`src/logic/ewc_pkg.sv`:
```
package ewc_pkg;
  // register byte offsets on the APB bus
  localparam logic [11:0] OFF_PAGE_IO_BASE  = 12'h0_000;
  localparam logic [11:0] OFF_PAGE_POSITION = 12'h0_004;
  localparam logic [11:0] OFF_MISC_MEMORY   = 12'h0_008;
  localparam logic [11:0] OFF_CLOCK_WAIT    = 12'h0_00c;
  localparam logic [11:0] OFF_STATUS        = 12'h0_010;
  // page io base register fields
  localparam int IOB_LSB   = 0;
  localparam int FRAME_LSB = 4;
  localparam logic [3:0] IOB_RESET   = 4'h0;
  localparam logic [3:0] FRAME_RESET = 4'h4;
  localparam logic [3:0] FRAME_MAX   = 4'h8;
  // page position register: page n at bits 2n+1:2n
  localparam logic [7:0] POSITION_RESET = 8'h00;
  // misc memory control fields
  localparam int SIZE_LSB = 0;
  localparam int RAS_BIT  = 3;
  localparam int A20_BIT  = 4;
  localparam int EMEN_BIT = 5;
  localparam logic [7:0] MISC_RESET = 8'h00;
  // clock and wait state fields
  localparam int IOWS_LSB  = 0;
  localparam int DMA16_LSB = 2;
  localparam int DMA8_LSB  = 4;
  localparam int XSTB_BIT  = 6;
  localparam int DCLK_BIT  = 7;
  localparam logic [7:0] CLOCK_WAIT_RESET = 8'h00;
  // wait count for local memory while expanded memory is on
  localparam logic [2:0] EMS_MEM_WAITS = 3'h1;
  // row strobe timeout in ns and in clocks of 10 ns, rounded down
  localparam int CLK_PERIOD_NS  = 10;
  localparam int RAS_TIMEOUT_NS = 10000;
  localparam int RAS_TIMEOUT_CYC = RAS_TIMEOUT_NS / CLK_PERIOD_NS;
  // kinds of bus cycle that the wait generator serves
  typedef enum logic [1:0] {
    EWC_CYC_MEM,
    EWC_CYC_IO,
    EWC_CYC_DMA16,
    EWC_CYC_DMA8
  } ewc_cyc_t;
endpackage

```
`src/logic/ewc_config.sv`:
```
// Local design decisions: the register addresses and the APB slave port.
`timescale 1ns/1ns
`default_nettype none
module ewc_config (
  // clock and reset
  input  wire logic        i_clk,
  input  wire logic        i_rst,
  // apb slave
  input  wire logic        i_psel,
  input  wire logic        i_penable,
  input  wire logic        i_pwrite,
  input  wire logic [11:0] i_paddr,
  input  wire logic [31:0] i_pwdata,
  output logic             o_pready,
  output logic      [31:0] o_prdata,
  output logic             o_pslverr,
  // processor and bus cycles
  input  wire logic        i_cyc_start,
  input  wire logic [1:0]  i_cyc_kind,
  input  wire logic [2:0]  i_mem_waits,
  input  wire logic        i_processor_addr_line_20,
  input  wire logic        i_page_access,
  output logic             o_cyc_ready,
  output logic             o_system_addr_line_20,
  // memory mapping outputs
  output logic      [3:0]  o_page_io_base,
  output logic      [3:0]  o_frame_base,
  output logic      [7:0]  o_page_position,
  output logic      [2:0]  o_expanded_memory_size,
  output logic             o_expanded_memory_en,
  output logic             o_ras_timeout,
  // dma outputs
  output logic             o_dma_clk_en,
  output logic             o_dma_ext_strobe_en
);
  // ==========================================================
  // registers
  logic [7:0]  io_base_q;
  logic [7:0]  position_q;
  logic [7:0]  misc_q;
  logic [7:0]  clkws_q;
  logic        dma_div_q;
  logic [13:0] ras_cnt_q;
  logic        wr_en;
  logic        rd_en;
  logic        addr_ok;
  logic [7:0]  rd_byte;
  logic [2:0]  waits;
  logic        tick;
  logic        busy;
  logic        done;
  logic [1:0]  last_kind_q;

  assign wr_en = i_psel && i_penable && i_pwrite && o_pready;
  assign rd_en = i_psel && i_penable && !i_pwrite && o_pready;
  assign addr_ok = (i_paddr == ewc_pkg::OFF_PAGE_IO_BASE) || (i_paddr == ewc_pkg::OFF_PAGE_POSITION) ||
                   (i_paddr == ewc_pkg::OFF_MISC_MEMORY) || (i_paddr == ewc_pkg::OFF_CLOCK_WAIT) ||
                   (i_paddr == ewc_pkg::OFF_STATUS);

  // ==========================================================
  // apb handshake: ready in the access phase, one wait-free answer
  always_ff @(posedge i_clk) begin
    if (i_rst) begin
      o_pready <= 1'b0;
    end else begin
      o_pready <= i_psel && !i_penable;
    end
  end

  // defaults at reset, write lands at the completing edge
  // io base field, frame base field
  always_ff @(posedge i_clk) begin
    if (i_rst) begin
      io_base_q <= {ewc_pkg::FRAME_RESET, ewc_pkg::IOB_RESET};
    end else if (wr_en && i_paddr == ewc_pkg::OFF_PAGE_IO_BASE) begin
      io_base_q[ewc_pkg::IOB_LSB +: 4] <= i_pwdata[3:0];
      // codes above 1000 have no frame, so they are clamped
      if (i_pwdata[7:4] > ewc_pkg::FRAME_MAX) begin
        io_base_q[ewc_pkg::FRAME_LSB +: 4] <= ewc_pkg::FRAME_MAX;
      end else begin
        io_base_q[ewc_pkg::FRAME_LSB +: 4] <= i_pwdata[7:4];
      end
    end
  end

  always_ff @(posedge i_clk) begin
    if (i_rst) begin
      position_q <= ewc_pkg::POSITION_RESET;
    end else if (wr_en && i_paddr == ewc_pkg::OFF_PAGE_POSITION) begin
      position_q <= i_pwdata[7:0];
    end
  end

  always_ff @(posedge i_clk) begin
    if (i_rst) begin
      misc_q <= ewc_pkg::MISC_RESET;
    end else if (wr_en && i_paddr == ewc_pkg::OFF_MISC_MEMORY) begin
      misc_q <= {2'h0, i_pwdata[5:0]};
    end
  end

  always_ff @(posedge i_clk) begin
    if (i_rst) begin
      clkws_q <= ewc_pkg::CLOCK_WAIT_RESET;
    end else if (wr_en && i_paddr == ewc_pkg::OFF_CLOCK_WAIT) begin
      clkws_q <= i_pwdata[7:0];
    end
  end

  // ==========================================================
  // read mux; status shows busy, last cycle kind and timeout
  always_comb begin
    case (i_paddr)
      ewc_pkg::OFF_PAGE_IO_BASE:  rd_byte = io_base_q;
      ewc_pkg::OFF_PAGE_POSITION: rd_byte = position_q;
      ewc_pkg::OFF_MISC_MEMORY:   rd_byte = misc_q;
      ewc_pkg::OFF_CLOCK_WAIT:    rd_byte = clkws_q;
      ewc_pkg::OFF_STATUS:        rd_byte = {4'h0, o_ras_timeout, last_kind_q, busy};
      default:                    rd_byte = 8'h00;
    endcase
  end

  always_ff @(posedge i_clk) begin
    if (i_rst) begin
      o_prdata  <= 32'h0000_0000;
      o_pslverr <= 1'b0;
    end else begin
      o_pslverr <= 1'b0;
      if (i_psel && !i_penable) begin
        o_prdata  <= (!i_pwrite) ? {24'h00_0000, rd_byte} : 32'h0000_0000;
        o_pslverr <= !addr_ok;
      end
    end
  end

  // ==========================================================
  // registered copies of the fields drive the outputs
  always_ff @(posedge i_clk) begin
    if (i_rst) begin
      o_page_io_base         <= ewc_pkg::IOB_RESET;
      o_frame_base           <= ewc_pkg::FRAME_RESET;
      o_page_position        <= ewc_pkg::POSITION_RESET;
      o_expanded_memory_size <= 3'h0;
      o_expanded_memory_en   <= 1'b0;
      o_dma_ext_strobe_en    <= 1'b0;
    end else begin
      o_page_io_base         <= io_base_q[ewc_pkg::IOB_LSB +: 4];
      o_frame_base           <= io_base_q[ewc_pkg::FRAME_LSB +: 4];
      // two bits per page select its 1M..8M region
      o_page_position        <= position_q;
      // 000 means half a megabyte, others whole megabytes
      o_expanded_memory_size <= misc_q[ewc_pkg::SIZE_LSB +: 3];
      o_expanded_memory_en   <= misc_q[ewc_pkg::EMEN_BIT];
      o_dma_ext_strobe_en    <= clkws_q[ewc_pkg::XSTB_BIT];
    end
  end

  // line 20 gate, one flop of latency
  always_ff @(posedge i_clk) begin
    if (i_rst) begin
      o_system_addr_line_20 <= 1'b0;
    end else begin
      o_system_addr_line_20 <= i_processor_addr_line_20 && !misc_q[ewc_pkg::A20_BIT];
    end
  end

  // ==========================================================
  // row strobe timeout: counts page hold time while enabled
  always_ff @(posedge i_clk) begin
    if (i_rst) begin
      ras_cnt_q     <= 14'h0000;
      o_ras_timeout <= 1'b0;
    end else if (!misc_q[ewc_pkg::RAS_BIT] || !i_page_access) begin
      ras_cnt_q     <= 14'h0000;
      o_ras_timeout <= 1'b0;
    end else if (ras_cnt_q == 14'(ewc_pkg::RAS_TIMEOUT_CYC - 1)) begin
      o_ras_timeout <= 1'b1;
    end else begin
      ras_cnt_q <= ras_cnt_q + 14'h0001;
    end
  end

  // ==========================================================
  // dma clock enable: every cycle, or every second one
  always_ff @(posedge i_clk) begin
    if (i_rst) begin
      // divider starts high so the first enable after reset already alternates
      dma_div_q    <= 1'b1;
      o_dma_clk_en <= 1'b0;
    end else begin
      dma_div_q    <= !dma_div_q;
      o_dma_clk_en <= clkws_q[ewc_pkg::DCLK_BIT] ? 1'b1 : dma_div_q;
    end
  end

  // ==========================================================
  // wait count per cycle kind
  always_comb begin
    waits = 3'h0;
    case (ewc_pkg::ewc_cyc_t'(i_cyc_kind))
      // expanded memory forces one wait on local memory
      ewc_pkg::EWC_CYC_MEM:   waits = misc_q[ewc_pkg::EMEN_BIT] ? ewc_pkg::EMS_MEM_WAITS : i_mem_waits;
      // io waits are code plus one
      ewc_pkg::EWC_CYC_IO:    waits = {1'b0, clkws_q[ewc_pkg::IOWS_LSB +: 2]} + 3'h1;
      ewc_pkg::EWC_CYC_DMA16: waits = {1'b0, clkws_q[ewc_pkg::DMA16_LSB +: 2]} + 3'h1;
      ewc_pkg::EWC_CYC_DMA8:  waits = {1'b0, clkws_q[ewc_pkg::DMA8_LSB +: 2]} + 3'h1;
      default:                waits = 3'h0;
    endcase
  end

  // dma waits count dma clocks, others system clocks
  // kind is held from the taking edge, since the bus may change it while the cycle runs
  assign tick = (last_kind_q[1]) ? o_dma_clk_en : 1'b1;

  always_ff @(posedge i_clk) begin
    if (i_rst) begin
      last_kind_q <= 2'h0;
    end else if (i_cyc_start && !busy) begin
      last_kind_q <= i_cyc_kind;
    end
  end

  // cycle completes after the chosen wait periods
  ewc_wait_gen u_wait (
    .i_clk   (i_clk),
    .i_rst   (i_rst),
    .i_start (i_cyc_start),
    .i_waits (waits),
    .i_tick  (tick),
    .o_busy  (busy),
    .o_done  (done)
  );

  always_ff @(posedge i_clk) begin
    if (i_rst) begin
      o_cyc_ready <= 1'b0;
    end else begin
      o_cyc_ready <= done;
    end
  end

  // ==========================================================
  // checks
  // line 20 forced low while the gate bit is set, passed through while it is clear
  a_line20_gate: assert property (@(posedge i_clk) disable iff (i_rst)
    misc_q[ewc_pkg::A20_BIT] |=> !o_system_addr_line_20)
    else $error("line 20 not forced low");
  a_line20_pass: assert property (@(posedge i_clk) disable iff (i_rst)
    !misc_q[ewc_pkg::A20_BIT] |=> o_system_addr_line_20 == $past(i_processor_addr_line_20))
    else $error("line 20 not passed");
  // one wait under expanded memory on memory cycles
  a_ems_one_wait: assert property (@(posedge i_clk) disable iff (i_rst)
    (i_cyc_start && !busy && i_cyc_kind == 2'h0 && misc_q[ewc_pkg::EMEN_BIT]) |=> ##1 !done ##1 done)
    else $error("memory cycle not one wait");
  // io cycle with code 11 lasts four waits
  a_io_four_waits: assert property (@(posedge i_clk) disable iff (i_rst)
    (i_cyc_start && !busy && i_cyc_kind == 2'h1 && clkws_q[1:0] == 2'h3) |=> (!done) [*5] ##1 done)
    else $error("io waits wrong");
  a_dma_clk_full: assert property (@(posedge i_clk) disable iff (i_rst)
    clkws_q[ewc_pkg::DCLK_BIT] |=> o_dma_clk_en)
    else $error("dma clock not undivided");
  a_dma_clk_half: assert property (@(posedge i_clk) disable iff (i_rst)
    (!clkws_q[ewc_pkg::DCLK_BIT] && $past(!clkws_q[ewc_pkg::DCLK_BIT])) |=> o_dma_clk_en != $past(o_dma_clk_en))
    else $error("dma clock not halved");
  a_ras_disabled: assert property (@(posedge i_clk) disable iff (i_rst)
    !misc_q[ewc_pkg::RAS_BIT] |=> !o_ras_timeout)
    else $error("timeout while disabled");
  // written io base appears two edges later
  a_write_lands: assert property (@(posedge i_clk) disable iff (i_rst)
    (wr_en && i_paddr == ewc_pkg::OFF_PAGE_IO_BASE) |=> ##1 o_page_io_base == $past(i_pwdata[3:0], 2))
    else $error("io base write lost");
  a_frame_range: assert property (@(posedge i_clk) disable iff (i_rst)
    o_frame_base <= ewc_pkg::FRAME_MAX)
    else $error("frame base out of range");
  c_io_cycle:  cover property (@(posedge i_clk) i_cyc_start && !busy && i_cyc_kind == 2'h1);
  c_dma8:      cover property (@(posedge i_clk) i_cyc_start && !busy && i_cyc_kind == 2'h3);
  c_ras_fire:  cover property (@(posedge i_clk) o_ras_timeout);
  c_bad_addr:  cover property (@(posedge i_clk) o_pslverr);
endmodule
`default_nettype wire

```
`src/logic/ewc_wait_gen.sv`:
```
`timescale 1ns/1ns
`default_nettype none
module ewc_wait_gen (
  // clock and reset
  input  wire logic       i_clk,
  input  wire logic       i_rst,
  // cycle request
  input  wire logic       i_start,
  input  wire logic [2:0] i_waits,
  input  wire logic       i_tick,
  // status
  output logic            o_busy,
  output logic            o_done
);
  logic [2:0] cnt_q;

  // counts wait periods on each tick, then pulses done once
  always_ff @(posedge i_clk) begin
    if (i_rst) begin
      cnt_q  <= 3'h0;
      o_busy <= 1'b0;
      o_done <= 1'b0;
    end else begin
      o_done <= 1'b0;
      if (!o_busy && i_start) begin
        o_busy <= 1'b1;
        cnt_q  <= i_waits;
      end else if (o_busy && i_tick) begin
        if (cnt_q == 3'h0) begin
          o_busy <= 1'b0;
          o_done <= 1'b1;
        end else begin
          cnt_q <= cnt_q - 3'h1;
        end
      end
    end
  end
endmodule
`default_nettype wire

```
`config.mk`:
```
export PLATFORM = sky130hd
export DESIGN_NAME = ewc_config
export DESIGN_NICKNAME = d
export VERILOG_FILES = /design/src/logic/ewc_pkg.sv /design/src/logic/ewc_config.sv /design/src/logic/ewc_wait_gen.sv
export SDC_FILE = /design/constraint.sdc
export NUM_CORES = 1
export LEC_CHECK = 0
export BUFFER_PORTS_ARGS = -buffer_cell sky130_fd_sc_hd__buf_4
export CAP_MARGIN = 30
export CORE_ASPECT_RATIO = 1.1
export CORE_UTILIZATION = 35
export DETAILED_ROUTE_END_ITERATION = 6
export GPL_TIMING_DRIVEN = 1
export PLACE_DENSITY = 0.66
export SYNTH_ARGS = -nofsm -noshare
export SYNTH_HDL_FRONTEND = slang
export SYNTH_HIERARCHICAL = 1
export SYNTH_SLANG_ARGS = --single-unit
export TNS_END_PERCENT = 5
```
`constraint.sdc`:
```
create_clock -name i_clk -period 1.5 [get_ports i_clk]
set_input_delay 0.075 -clock i_clk [delete_from_list [all_inputs] [get_ports i_clk]]
set_output_delay 0.075 -clock i_clk [all_outputs]
set_load 0.01 [all_outputs]
```
# After elaboration in Yosys (flattened, before gate mapping)

Index checks and enable logic that the tools add are counted.

Word-level logic and storage cells: 87
Output and inout port bits: 59
Register bits: 111

Add/sub/neg operators: 5
Multiplexer cells: 14
Reduce and logical (&&, ||, !) cells: 33
Bitwise operators: 2
Equality and inequality tests: 9
Magnitude comparators: 1

Operators with widths:

| kind                                                                    | number |
|---|---|
| 8-bit one-hot mux with 5 select lines                                   | 1 |
| 12-bit by 4-bit equality test with 1-bit output, second input constant  | 2 |
| 14-bit by 1-bit adder with 14-bit output, second input constant         | 1 |
| 14-bit by 10-bit equality test with 1-bit output, second input constant | 1 |
| 12-bit by 3-bit equality test with 1-bit output, second input constant  | 1 |
| 12-bit by 5-bit equality test with 1-bit output, second input constant  | 1 |
| 12-bit zero test                                                        | 1 |
| 3-bit two-way mux                                                       | 4 |
| 3-bit one-hot mux with 4 select lines                                   | 1 |
| 1-bit logical AND                                                       | 11 |
| 2-bit by 1-bit adder with 3-bit output, second input constant           | 3 |
| 8-bit two-way mux                                                       | 1 |
| 1-bit zero test                                                         | 7 |
| 1-bit two-way mux                                                       | 6 |
| 1-bit logical OR                                                        | 5 |
| 2-bit equality test, second input constant                              | 2 |
| 4-bit greater-than comparator, second input constant                    | 1 |
| 4-bit two-way mux                                                       | 1 |
| 2-bit AND reduction                                                     | 2 |
| 2-bit nonzero test                                                      | 2 |
| 2-bit OR reduction                                                      | 2 |
| 3-bit zero test                                                         | 1 |
| 3-bit OR reduction                                                      | 1 |
| 3-bit by 1-bit subtractor with 3-bit output, second input constant      | 1 |
| 4 further kinds                                                         | 5 |

# Depth between registers and ports, before layout

Depth in word-level cells: 6
Gate-level depth with buffers: 8
Gate-level depth less buffers: 7

# By module

The synthesis kept the hierarchy.

Modules (own cells, without submodules):

| module       | times used | sequential area each (um^2) | area an instance (um^2) | cells each |
|---|---|---|---|---|
| ewc_config   | 1          | 1,641.6                     | 3,579.7                 | 363 |
| ewc_wait_gen | 1          | 100.1                       | 270.3                   | 32 |

# Worst setup path before layout

Ideal clock, no wire load.

Path kind: reg-to-reg
Start point: register ras_cnt_q[2]
End point: register ras_cnt_q[1]
Arrival: 1,488 ps
Cell stages (with the launch flop): 5
Required time: 1,385 ps
Slack: -103 ps
Buffers on the path: 0
Path through: dfxtp_1 -> or4b_4 -> nor4_4 -> mux2i_1 -> nor2_2

Word-level cells in the longest chain between the ends: 1

Ends and longest elaborated chain:

| item                                             | line              | RTL |
|---|---|---|
| start, declared                                  | ewc_config.sv:43  | `logic [13:0] ras_cnt_q;` |
| start signal, assigned                           | ewc_config.sv:179 | `ras_cnt_q <= ras_cnt_q + 14'h0001;` |
| 14-bit by 10-bit equality test with 1-bit output | ewc_config.sv:176 | `end else if (ras_cnt_q == 14'(ewc_pkg::RAS_TIMEOUT_CYC - 1)) begin` |

Every way passes these cells.
A chain may end at the register's enable or synchronous reset.

# Final worst setup path

Start point: register ras_cnt_q[13]
End point: register ras_cnt_q[2]

The elaborated chain is that of the path after synthesis.

==> run metrics <==
status complete, but fails checks; failing checks negative setup slack; min-delay worst type in -> reg; post-DR vias/cell 4.74; non-filler cells in the finished layout 642; I/O Pins between 100 and 150; Final Cell Area 5000 µm²; Switching Fraction between 20% and 30%; TritonCTS Buffers 9; Synth area leader dfxtp_1; P per Cell Area 957 nW/µm²; Initial Util a little over a third; FF-to-FF End ras_cnt_q[2]; clock period minus final worst setup slack 1.55 ns; share of the synthesized area in the top cell type between 40 and 50%; drt first pass iters 5; critical-path cell list or4b_4, nor4_4, buf_4, nor2_2, nor3_2; critical path's slowest cell or4b_4; global-route wire length before repair 13,900 µm; fmax roughly 640 MHz; sink of the worst hold path o_system_addr_line_20; register clock-pin slew on the reported worst setup and hold paths 0.06 ns; Avg Cell Area, Syn slightly below 10 µm²; Total GRT Usage between 15 and 20%; Root Driver clkbuf_16; Die W 102 µm; peak supply drop roughly 500 µV; CP Launch Type flip-flop; Clk pwr share a little over two fifths; Top delay family on crit path simple AND/OR/NAND/NOR gates; cells after synthesis 395; ANT cells 0; clock skew 0.00754 ns; Synth area leaders dfxtp_1 (45%), mux2i_1 (7.3%), buf_4 (4.9%), nand2b_1 (4.9%), o21ai_0 (3.5%); RSZ-0062 raised after global routing true; post-synthesis cell area 3850 µm²; max_cap viols 0; fraction of layout cells with a size suffix above 1 a little under a third; Placer Congestion 0.725; origin of the worst min-delay path i_processor_addr_line_20; Pint 3680 µW; Final Worst Setup Slack -0.0509 ns; placed inst area 4600 µm²; Netlist cell types 58; CTS tree done; post-synthesis sequential area ratio between 40% and 50%; fin. max-slew vios 0; 1st-iter DRT viols roughly 140; part of the cycle the worst path needs 103%; Leak Pwr ~0.0022 µW; final wirelength 8640 µm; Most used DFF post-synth dfxtp_1; Congestion Overflow GR 0; combinational share of power 7.7%; Placement Rows 39; Longest Clk Path Bufs 2; Net Switching 1110 µW; asr flop ratio synth 0%; Die H 112 µm; Worst-Skew Late Latency about 0.34 ns; largest net degree at the start of global routing 54; R2R Setup Slk -0.05 ns; Worst setup EP type flip-flop; Seq pwr share 49.2%; clock sinks 87; Fin. Hold Viols 0; Req. time, crit path 1.77 ns; NumNets Final 556; Die Area 11,400 µm²; Reg2Reg Depth 5; number of global-route vias before repair 2,894; total number of vias 3,046; initial antenna violation count 0; critical path type reg -> reg; Area Overhead vs Synth 30.0%; Arrival @ worst endpoint approximately 1.8 ns; Routed Antenna Nets 0; Post-synth EDFFs 0; wire length per cell 13.5 µm; launch point of the worst reg-to-reg path ras_cnt_q[13]; WP buf/inv 1; Core ar. 10,500 µm²; FF+latch count, synth 87; # DRC 0; Yosys warnings 6; Buffers on Ports 67; Placed Cells incl. Taps 620; Setup-failing EPs final 4; slowest stage delay, CP 0.54 ns; WHS Path Cells 2; HPWL Detailed approximately 6300 µm; crit-path max FO 4; H-tree lvl count 3
==> per-layer routing <==
layer,vias to the layer above,global-route usage (%),part of all wire [%]
met1,1441,20.0,45
met3,14,3.52,4.5
li1,1513,-,-
met5,-,0,0
met2,78,25.1,48
met4,0,7.14,1.9
==> worst max-delay path by stage <==
stage | end | slack (ns) | cells past startpoint | from
4_1_cts | ras_cnt_q[2] | -0.08 | 5 | ras_cnt_q[13]
3_5_place_dp | position_q[2] | -0.1 | 7 | i_paddr[1]
3_3_place_gp | io_base_q[5] | -0.07 | 6 | i_paddr[1]
6_report | ras_cnt_q[2] | -0.05 | 5 | ras_cnt_q[13]
2_1_floorplan | io_base_q[4] | -0.05 | 4 | o_pready
5_1_grt | ras_cnt_q[2] | -0.14 | 5 | ras_cnt_q[13]
==> cells by family after synthesis <==
kind of cell               after synthesis  synth area share, %
AOI/OAI and AO/OA                       55                 9.00
and+or+nand+nor                        136                 21.8
other                                    1               0.0974
DFF                                     87                 45.2
buffers and inverters                   67                 9.62
xor gates and xnor gates                 8                 1.82
muxes                                   37                 11.1
adders and majority gates                4                 1.30
==> layout make-up <==
type / count / area, µm²
Inverter: 27 / 101
Tap cell: 143 / 179
Clock inverter: 4 / 30.0
Sequential cell: 87 / 1750
Timing Repair Buffer: 106 / 835
Multi-Input combinational cell: 264 / 1870
Fill cell: 1037 / 5540
Clock buffer: 11 / 243
==> layout by cell type (no fill, tap or decap), types with 3 or more instances in the layout <==
cell           count
nand3_1           10
dfxtp_1           84
a21oi_1            8
and3_1             3
clkbuf_16          9
nor2_1            27
nor3_1             5
buf_6              5
ha_1               3
nor2b_1           14
xnor2_1            4
dlygate4sd3_1      3
mux4_2             4
nand4_1            5
nand2_1            9
a22o_1             5
xor2_1             4
o21ai_1            7
dfxtp_2            3
inv_1             27
nand2b_1          30
o21ai_0           20
or3_1              5
mux2i_1           28
buf_4             97
nor4_1             3
conb_1            24
mux2_2             3
==> flip-flops by register name, indices dropped and copies added (netlist names), 2 cells and up <==
signal / cells
last_kind_q: 2
io_base_q: 8
clkws_q: 8
ras_cnt_q: 14
u_wait/cnt_q: 3
o_frame_base: 4
position_q: 8
o_prdata: 8
o_page_position: 8
o_expanded_memory_size: 3
misc_q: 6
o_page_io_base: 4
==> synthesized netlist by cell type (2+ instances only) <==
master / instances
dfxtp_1: 87
nand2b_1: 30
mux2i_1: 28
nor2_1: 28
inv_1: 27
o21ai_0: 27
buf_4: 25
nor2b_1: 14
clkbuf_1: 10
nand3_1: 10
a21oi_1: 9
nand2_1: 9
nor3_1: 6
a22o_1: 5
mux2_2: 5
nand4_1: 5
or3_1: 5
ha_1: 4
mux4_2: 4
xnor2_1: 4
xor2_1: 4
and3_1: 3
buf_6: 3
nor3b_1: 3
nor4_1: 3
buf_2: 2
nand3b_1: 2
nor4_4: 2
o41ai_1: 2
==> power by group through the flow <==
stage | Combinational [µW] | Clock (µW) | Sequential, µW
4_1_cts | 361 | 2100 | 2360
5_1_grt | 413 | 2210 | 2360
3_3_place_gp | 346 | 0 | 2410
6_report | 371 | 2060 | 2360
2_1_floorplan | 257 | 0 | 2410
3_5_place_dp | 353 | 0 | 2410
==> repair_timing <==
item | in CTS | in global routing
setup buffers | 4 | 0
endpoints found under the setup margin | 19 | 34
cloned | 0 | 0
pin swaps | 2 | 3
resized for setup | 11 | 16
hold buffers | 3 | 0
endpoints found under the hold margin | 2 | 0
==> stage by stage <==
step                      worst slack, ns  TNS (ns)  power, µW  hold slack, ns  util [%]
after floorplan                   -0.0543    -0.136       2660           0.147         -
after global placement            -0.0744    -0.626       2750           0.285      43.7
after detailed placement          -0.0960     -1.17       2760           0.288      43.7
after CTS                         -0.0771    -0.279       4820         0.00518      47.1
after global routing               -0.140     -1.15       4980         0.00394      47.5
final                             -0.0509    -0.151       4790          0.0120      47.5
(Power assumes the default switching activity.)
